===== config.mk =====
export PLATFORM = sky130hd
export DESIGN_NAME = irq_vec_prio
export DESIGN_NICKNAME = d
export VERILOG_FILES = /design/src/rtl/irq_vec_pkg.sv /design/src/rtl/irq_vec_prio.sv
export VERILOG_INCLUDE_DIRS = /design/src /design/src/rtl
export SDC_FILE = /design/constraint.sdc
export NUM_CORES = 1
export LEC_CHECK = 0
export BUFFER_PORTS_ARGS = -buffer_cell sky130_fd_sc_hd__buf_2
export CAP_MARGIN = 20
export CORE_ASPECT_RATIO = 0.7
export CORE_MARGIN = 1.5
export CORE_UTILIZATION = 45
export DETAILED_ROUTE_END_ITERATION = 12
export GPL_ROUTABILITY_DRIVEN = 0
export PLACE_DENSITY = 0.84
export SLEW_MARGIN = 20
export SYNTH_ARGS = -nofsm -noshare
export SYNTH_HDL_FRONTEND = slang
export SYNTH_SLANG_ARGS = --single-unit
export TNS_END_PERCENT = 1

===== constraint.sdc =====
create_clock -name mclk -period 2.55 [get_ports mclk]
set_input_delay 0.51 -clock mclk [delete_from_list [all_inputs] [get_ports mclk]]
set_output_delay 0.51 -clock mclk [all_outputs]
set_load 0.005 [all_outputs]

===== src/rtl/irq_vec_cfg.svh =====
// constants for the interrupt vector priority block
`ifndef IRQ_VEC_CFG_SVH
`define IRQ_VEC_CFG_SVH
`define VEC_COUNT 64
`define VEC_TOP_ADDR 16'hfffe
`define VEC_GAP_LO 6'h20
`define VEC_GAP_HI 6'h2f
`define VEC_LAST 6'h37
`define VEC_RESTART 6'h00
`define VEC_TRAP 6'h01
`define VEC_PORT_PINS 6'h16
`define VEC_SLOT_BYTES 16'h0002
`endif


===== src/rtl/irq_vec_pkg.sv =====
// types for the interrupt vector priority block
package irq_vec_pkg;
  // reset causes served by the restart vector
  typedef struct packed {
    logic watchdog_cause;
    logic clock_loss_cause;
    logic low_voltage_cause;
    logic pin_cause;
    logic bad_opcode_cause;
    logic bad_address_cause;
    logic power_on_cause;
    logic debugger_forced_cause;
  } reset_causes_t;
  // the three pin-interrupt flag/enable pairs sharing one vector
  typedef struct packed {
    logic port_a_pin_flag;
    logic port_b_pin_flag;
    logic port_d_pin_flag;
    logic port_a_pin_enable;
    logic port_b_pin_enable;
    logic port_d_pin_enable;
  } port_pins_t;
  // selected vector toward the core
  typedef struct packed {
    logic valid;
    logic [5:0] number;
    logic [15:0] addr_high;
    logic [15:0] addr_low;
  } vec_sel_t;
  typedef enum logic [1:0] {FETCH_IDLE, FETCH_HIGH, FETCH_LOW} fetch_state_t;
endpackage


===== src/rtl/irq_vec_prio.sv =====
// interrupt request qualification, priority encoding and vector fetch
`include "irq_vec_cfg.svh"
`timescale 1ns/100ps
`default_nettype none
module irq_vec_prio (
  // clock and reset
  input wire logic mclk,
  input wire logic rst_n,
  // peripheral sources: one flag and one enable per vector, three pin pairs on one vector, reset causes and trap without enables
  input wire logic [63:0] src_flag,
  input wire logic [63:0] src_enable,
  input wire irq_vec_pkg::port_pins_t port_pins,
  input wire irq_vec_pkg::reset_causes_t reset_causes,
  input wire logic trap_request,
  // core side
  input wire logic global_mask,
  input wire logic vector_fetch,
  input wire logic [7:0] mem_rdata,
  output logic irq_request,
  output irq_vec_pkg::vec_sel_t vec_sel,
  output logic [15:0] mem_addr,
  output logic mem_read,
  output logic [15:0] service_addr,
  output logic service_valid
);

  // slot address of a vector number
  // two bytes per slot, growing down from the restart slot at the top
  // used for both the high and the low byte address of the selection, so kept in one place
  function automatic logic [15:0] slot_addr(input logic [5:0] n);
    slot_addr = `VEC_TOP_ADDR - (`VEC_SLOT_BYTES * {10'h000, n});
  endfunction

  // vector numbers that may carry a request
  // the hole in the middle is not vector space at all, the top eight
  // numbers are unassigned; neither may ever win
  function automatic logic implemented(input logic [5:0] n);
    logic in_gap;
    in_gap = (n >= `VEC_GAP_LO) && (n <= `VEC_GAP_HI);
    if (n > `VEC_LAST) begin
      implemented = 1'b0;
    end else if (in_gap) begin
      implemented = 1'b0;
    end else begin
      implemented = 1'b1;
    end
  endfunction

  // gated requests, one bit per vector number
  logic [63:0] req_vec;

  // shared sources folded into their single vector
  logic any_reset;
  logic port_req;

  // arbitration result and its register
  irq_vec_pkg::vec_sel_t sel_next;
  irq_vec_pkg::vec_sel_t sel_reg;

  // maskable request toward the core
  logic irq_next;
  logic irq_reg;

  // request qualification
  // restart, trap and port bits of src_flag are overwritten here, so a
  // stray flag on those numbers cannot raise a request of its own
  always_comb begin
    any_reset = |reset_causes;
    port_req = (port_pins.port_a_pin_flag & port_pins.port_a_pin_enable)
             | (port_pins.port_b_pin_flag & port_pins.port_b_pin_enable)
             | (port_pins.port_d_pin_flag & port_pins.port_d_pin_enable);
    req_vec = src_flag & src_enable;
    req_vec[`VEC_RESTART] = any_reset;
    req_vec[`VEC_TRAP] = trap_request;
    req_vec[`VEC_PORT_PINS] = port_req;
    for (int i = 0; i < `VEC_COUNT; i++) begin
      if (!implemented(6'(i))) begin
        req_vec[i] = 1'b0;
      end
    end
  end

  // fixed priority encoder, re-evaluated every cycle
  // scanned from the top down: the lowest requesting number is written
  // last and wins, so a newly raised higher request takes over next cycle
  always_comb begin
    sel_next = '0;
    for (int i = `VEC_COUNT - 1; i >= 0; i--) begin
      if (req_vec[i]) begin
        sel_next.valid = 1'b1;
        sel_next.number = 6'(i);
      end
    end
    sel_next.addr_high = slot_addr(sel_next.number);
    sel_next.addr_low = slot_addr(sel_next.number) + 16'h0001;
    irq_next = sel_next.valid & (sel_next.number != `VEC_RESTART) & (sel_next.number != `VEC_TRAP);
  end

  // registered arbitration result
  always_ff @(posedge mclk or negedge rst_n) begin
    if (!rst_n) begin
      sel_reg <= '0;
      irq_reg <= 1'b0;
    end else begin
      sel_reg <= sel_next;
      irq_reg <= irq_next;
    end
  end

  // fetch sequencer state
  irq_vec_pkg::fetch_state_t state_reg;
  irq_vec_pkg::fetch_state_t state_next;

  // address of the byte being read
  logic [15:0] addr_reg;
  logic [15:0] addr_next;

  // high byte held until the low byte arrives
  logic [7:0] high_reg;
  logic [7:0] high_next;

  // assembled service address and its one-cycle strobe
  logic [15:0] svc_reg;
  logic [15:0] svc_next;
  logic svc_valid_reg;
  logic svc_valid_next;

  // one-cycle read strobe per byte
  logic read_reg;
  logic read_next;

  // two-byte vector fetch, high byte first
  // the vector number is fixed when the fetch starts; a later, higher
  // request waits for the next fetch rather than mixing two slots
  // memory is zero-wait: data stands in the cycle the read strobe is high
  always_comb begin
    state_next = state_reg;
    addr_next = addr_reg;
    high_next = high_reg;
    svc_next = svc_reg;
    svc_valid_next = 1'b0;
    read_next = 1'b0;
    case (state_reg)
      irq_vec_pkg::FETCH_IDLE: begin
        if (vector_fetch && sel_reg.valid) begin
          addr_next = sel_reg.addr_high;
          read_next = 1'b1;
          state_next = irq_vec_pkg::FETCH_HIGH;
        end
      end

      irq_vec_pkg::FETCH_HIGH: begin
        high_next = mem_rdata;
        addr_next = addr_reg + 16'h0001;
        read_next = 1'b1;
        state_next = irq_vec_pkg::FETCH_LOW;
      end

      irq_vec_pkg::FETCH_LOW: begin
        svc_next = {high_reg, mem_rdata};
        svc_valid_next = 1'b1;
        state_next = irq_vec_pkg::FETCH_IDLE;
      end

      default: begin
        state_next = irq_vec_pkg::FETCH_IDLE;
      end
    endcase
  end

  // fetch registers
  always_ff @(posedge mclk or negedge rst_n) begin
    if (!rst_n) begin
      state_reg <= irq_vec_pkg::FETCH_IDLE;
      addr_reg <= 16'h0000;
      high_reg <= 8'h00;
      svc_reg <= 16'h0000;
      svc_valid_reg <= 1'b0;
      read_reg <= 1'b0;
    end else begin
      state_reg <= state_next;
      addr_reg <= addr_next;
      high_reg <= high_next;
      svc_reg <= svc_next;
      svc_valid_reg <= svc_valid_next;
      read_reg <= read_next;
    end
  end

  // outputs straight from flip-flops
  assign irq_request = irq_reg;
  assign vec_sel = sel_reg;
  assign mem_addr = addr_reg;
  assign mem_read = read_reg;
  assign service_addr = svc_reg;
  assign service_valid = svc_valid_reg;

  // global_mask is held by the core, which gates its own acceptance;
  // the block keeps forwarding requests whatever the mask says, so the
  // highest pending one is ready the moment the mask clears
  logic unused_mask;
  assign unused_mask = global_mask;

endmodule
`default_nettype wire


# Word level (Yosys, flattened, before mapping)
# Cells that the tools add are included.
# Widths: inputs -> output; s select.
[word_totals] regBits=71 input_bits=155 out_inout_bits=74 wordCells=79
[op_classes] n_addsub=3 n_eq_ne=4 n_mux=47 bitwise=8 reduce_logical=6
[ops] op="$mux 7" count=40
[ops] op="$and 56x56->56" count=1
[ops] op="$pmux 16 s2" count=1
[ops] op="$add 16x1->16 const B" count=1
[ops] op="$mux 16" count=1
[ops] op="$add 9x2->10 const B" count=1
[ops] op="$sub 2x8->9 const A" count=1
[ops] op="$reduce_or 8->1" count=1
[ops] op="$ne 6x1->1 const B" count=1
[ops] op="$reduce_bool 6->1" count=1
[ops] op="$and 1x1->1" count=5
[ops] op="$pmux 2 s2" count=1
[ops] op="$eq 2x1->1 const B" count=1
[ops] op="$eq 2x2->1 const B" count=1
[ops] op="$logic_not 2->1" count=1
[ops] op="$mux 1" count=2
[ops] op="$mux 2" count=1
[ops] op="$ne 2x2->1 const B" count=1
[ops] op="$or 1x1->1" count=2
[ops] op="$pmux 1 s2" count=1
[ops] op="$reduce_and 2->1" count=1
[ops] op="$reduce_bool 2->1" count=1
[ops] op="$logic_and 1x1->1" count=1

# Longest topological paths before layout
[logic_depth] ltp_word=44 mapped_depth=7 depth_no_buf=6

# Least setup slack after synthesis
# No wires, ideal clock.
[synth_timing] path_type="input -> register" from="input port_pins[5] in the netlist's numbering" to="register irq_reg, in the netlist irq_request" setup_time_ns=0.134 t_arrival_ns=1.688 required_time_ns=2.416 path_slack_ns=0.728 path_stages=6 path_buffers=0 path_cell_list="a222oi_1 > nand3_1 > nor4_2 > nand2b_1 > o21ai_1 > nand3_1"
[synth_between] elab_chain_cells=29 word_cells_on_any_way=30 cone_classes="1 x eq/ne; 23 x mux; 5 x bitwise; 1 x reduce/logical"
[synth_lines] item="start, declared" line="irq_vec_prio.sv:12" source="input wire irq_vec_pkg::port_pins_t port_pins,"
[synth_lines] item="$and 1x1->1 (*)" line="irq_vec_prio.sv:69" source="port_req = (port_pins.port_a_pin_flag & port_pins.port_a_pin_enable)"
[synth_lines] item="$or 1x1->1 (*)" line="irq_vec_prio.sv:70" source="| (port_pins.port_b_pin_flag & port_pins.port_b_pin_enable)"
[synth_lines] item="$or 1x1->1 (*)" line="irq_vec_prio.sv:71" source="| (port_pins.port_d_pin_flag & port_pins.port_d_pin_enable);"
[synth_lines] item="$mux 7 (*) (23 in series)" line="irq_vec_prio.sv:89" source="if (req_vec[i]) begin"
[synth_lines] item="$reduce_bool 6->1 (no line)"
[synth_lines] item="$and 1x1->1" line="irq_vec_prio.sv:96" source="irq_next = sel_next.valid & (sel_next.number != `VEC_RESTART) & (sel_next.number != `VEC_TRAP);"
[synth_lines] item="$and 1x1->1 (*)" line="irq_vec_prio.sv:96"
[synth_lines] item="net irq_next" line="irq_vec_prio.sv:61" source="logic irq_next;"
[synth_lines] item="end signal, assigned" line="irq_vec_prio.sv:106" source="irq_reg <= irq_next;"
[synth_lines] item="end, declared" line="irq_vec_prio.sv:62" source="logic irq_reg;"
# Mark *: on every way through the listed nets, which the timed path passes. The rest lies on a longest branch.
# A chain may end at the register's enable or synchronous reset.

# Worst setup path after layout
[layout_timing] from="register state_reg[0]" to="register addr_reg[12], in the netlist mem_addr[12]"
[layout_between] elab_chain_cells=3 word_cells_on_any_way=6 cone_classes="2 x eq/ne; 1 x mux; 3 x reduce/logical"
[layout_lines] item="start, declared" line="irq_vec_prio.sv:111" source="irq_vec_pkg::fetch_state_t state_reg;"
[layout_lines] item="start signal, assigned" line="irq_vec_prio.sv:174" source="state_reg <= irq_vec_pkg::FETCH_IDLE;"
[layout_lines] item="start signal, assigned" line="irq_vec_prio.sv:181" source="state_reg <= state_next;"
[layout_lines] item="$eq 2x1->1 or $logic_not 2->1 (tied branches)" line="irq_vec_prio.sv:143" source="case (state_reg)"
[layout_lines] item="$reduce_bool 2->1 (no line) or $ne 2x2->1 (tied branches)"
[layout_lines] item="$reduce_and 2->1 (no line)"
[layout_lines] item="end signal, assigned" line="irq_vec_prio.sv:182" source="addr_reg <= addr_next;"
[layout_lines] item="end, declared" line="irq_vec_prio.sv:115" source="logic [15:0] addr_reg;"
# Several ways; a longest one is shown, not always the timed one.

==> summary.md <==
| Metric | Value |
|---|---|
| Xor/xnor cell area share of the yosys netlist | `0%` |
| Port bufs | `172` |
| Most numerous cell in the Yosys netlist | `nand2_1` |
| Post-synth cell types | `58` |
| Worst vdd ir | `0.480 mV` |
| Die height | `between 70 and 80 um` |
| Final hold viol count | `0` |
| Ys Warns | `0` |
| Leak | `about 2.1 nW` |
| Worst hold path class | `in -> async` |
| Number of synthesized register bits | `roughly 60` |
| Worst Path Max Fanout | `13` |
| Die area | `0.00789 sq mm` |
| Compound-cell area share of the yosys netlist | `21.3%` |
| Synth Net Count | `516` |
| Cts repair resizes | `0` |
| RR Startpoint | `state_reg[0]` |
| Via density | `5.48` |
| Reg2reg setup slack | `0.74 ns` |
| Min cycle time layout | `1.81 ns` |
| Slew Limit Headroom | `around 57%` |
| Wire per inst | `about 15 um` |
| Post-route ant nets | `0` |
| Crit-path cells | `nand2b_1 > inv_1 > nand2_1 > o31a_1 > o21ai_1` |
| Setup TNS Final | `0 ns` |
| Detail Placement HPWL | `6930 um` |
| Fin. max-slew vios | `0` |
| Gr usage total | `22.1%` |
| Clock Tree Root | `clkbuf_8` |
| Via count | `~3300` |
| R2R Path End | `mem_addr[12]` |
| Post-synthesis cell count | `360` |
| Yosys top cell area share | `between 40% and 50%` |
| Post-synthesis mux area share | `5.44%` |
| Setup Skew | `0.00593 ns` |
| Async S/R FF share, synth | `100%` |
| Initial Util | `47.7%` |
| Layout Nets | `665` |
| Top post-synthesis cells by area | `dfrtp_1, nand2_1, buf_4` |
| Critical path endpoint category | `register` |
| Pwr dens | `~900 mW/mm^2` |
| Die X | `106 um` |
| Total congestion overflow | `0` |
| DRT Pass-1 Iters | `5` |
| Post-Route WL | `8810 um` |
| MaxCap Viol Count | `0` |
| Drc violations | `0` |
| Num CTS Buffers | `9` |
| H-tree level count | `3` |
| CTS tree | `built` |
| Rows | `25` |
| Buf/Inv on CP | `1` |
| Seq/Total Area, Yosys | `44.6%` |
| First-pass GRT wire length | `13800 um` |
| CP max-delay cell | `dfrtp_1` |
| Worst reg2reg path depth | `5` |
| Status | `complete, no violations` |
| Share of layout cells above drive strength 1 | `around two fifths` |
| WP data arrival | `2.06 ns` |
| Power, Total | `3.83 mW` |
| CP Class | `reg -> reg` |
| Post-route clock period utilization | `a little under three quarters` |
| Simple-Gate Fraction of Synth Area | `19.4%` |
| DR iter-0 viols | `140` |
| Largest family of logic cells by synthesized area | `compound AO/OA/AOI/OAI gates` |
| EDFF count, synth | `0` |
| Startpoint Class | `register` |
| Area Growth Syn to Fin | `28.5%` |
| Multi-input gate area | `between 0.0015 and 0.002 sq mm` |
| Number of global-route vias before repair | `3118` |
| Clock buffer depth | `2` |
| Core area | `roughly 0.0069 sq mm` |
| Clk Latency, worst-skew pair | `0.33 ns` |
| Placed cell areas | `a little over 0.004 sq mm` |
| Fillcell total | `648` |
| Final setup vio count | `0` |
| Post-CTS Setup Bufs | `0` |
| Most instantiated cells after synthesis | `nand2_1, dfrtp_1, buf_4, a21oi_1, nand3_1` |
| Initial antenna violation count | `0` |
| RSZ-0062 raised after global routing | `false` |
| Reg clk slew, reported paths | `0.07 ns` |
| # hold bufs at CTS | `0` |
| Diodes inserted | `0` |
| Syn_area_per_cell | `about 9.2 sq um` |
| F_max | `553 MHz` |
| Cell taking the most area after synthesis | `dfrtp_1` |
| Top FF cell, synth | `dfrtp_1` |
| CP max stage delay | `~0.57 ns` |
| Post-route cell area | `0.00425 sq mm` |
| Adder-Cell Fraction of Synth Area | `0.378%` |
| IO Count | `approximately 230` |
| FF/Latch Area | `approximately 0.0015 sq mm` |
| Worst EP required | `2.80 ns` |
| Largest net degree at the start of global routing | `32` |
| Mapped Area | `approximately 0.0033 sq mm` |
| CTS sink cnt | `59` |
| Worst Max-Slew Pin Slew | `~0.65 ns` |
| Top delay family on crit path | `flip-flops` |
-- cells in the final DEF (no fill, tap or decap), types with 3 or more instances in the layout --
| master | netlist | routed |
|---|---|---|
| buf_2 | 3 | 172 |
| nand2_1 | 72 | 72 |
| dfrtp_1 | 59 | 59 |
| nand3_1 | 16 | 16 |
| a21oi_1 | 16 | 16 |
| nor2_1 | 14 | 14 |
| o21ai_0 | 14 | 14 |
| a22oi_1 | 13 | 13 |
| o21ai_1 | 11 | 11 |
| clkbuf_8 | 0 | 10 |
| inv_1 | 9 | 9 |
| mux2_1 | 9 | 9 |
| a31oi_1 | 7 | 7 |
| mux2_2 | 7 | 7 |
| and2_1 | 6 | 6 |
| o31a_1 | 6 | 6 |
| o2111ai_1 | 5 | 5 |
| a22o_1 | 4 | 4 |
| nand2b_1 | 4 | 4 |
| o22ai_1 | 4 | 4 |
| a32oi_1 | 3 | 3 |
| clkinv_2 | 0 | 3 |
| buf_4 | 26 | 3 |
-- worst max-delay path by stage --
stage | startpoint | to | slack, ns | cells past startpoint
6_report | state_reg[0] | mem_addr[12] | 0.74 | 5
4_1_cts | mem_addr[3] | mem_addr[15] | 0.74 | 6
2_1_floorplan | port_pins[5] | irq_request | 0.73 | 6
5_1_grt | mem_addr[3] | mem_addr[15] | 0.57 | 6
3_3_place_gp | port_pins[5] | vec_sel[1] | 0.41 | 7
3_5_place_dp | port_pins[5] | irq_request | 0.41 | 7
-- stage by stage --
step                worst slack (ns)  hold WS, ns  std cells  utilization (%)
finish                         0.742        0.204        607             61.3
global route                   0.570        0.244        607             61.3
CTS                            0.738        0.210        607             61.3
detailed placement             0.413        0.459        592             58.8
global placement               0.410        0.454        592             58.8
floorplan                      0.728        0.214        360                -
-- layer usage --
layer	GRT usage [%]	wire, um
met2	41.3	4500
met1	25.4	3490
met4	11.4	234
met3	3.38	583
met5	0	0
-- logic make-up (layout without fill, tap and decap cells) --
group	Yosys count	in the layout
and+or+nand+nor	130	130
muxes	16	16
other	2	2
AOI/OAI and AO/OA	103	103
adders and majority gates	1	1
DFF	59	59
buffers and inverters	49	202
-- power by group --
group          switching (mW)  internal [mW]  total (mW)  leakage, nW
combinational           0.845          0.706        1.55         1.36
sequential              0.284           1.27        1.56        0.694
clock                   0.353          0.367       0.721       0.0839
total                    1.48           2.35        3.83         2.14
-- final cells by class --
class,instances,area share [%]
inverter,11,0.971
timing repair buffer,176,21.2
clock buffer,10,3.24
sequential,59,34.7
tap,94,2.76
multi-input combinational,252,36.4
clock inverter,5,0.706
(Power assumes the default switching activity.)
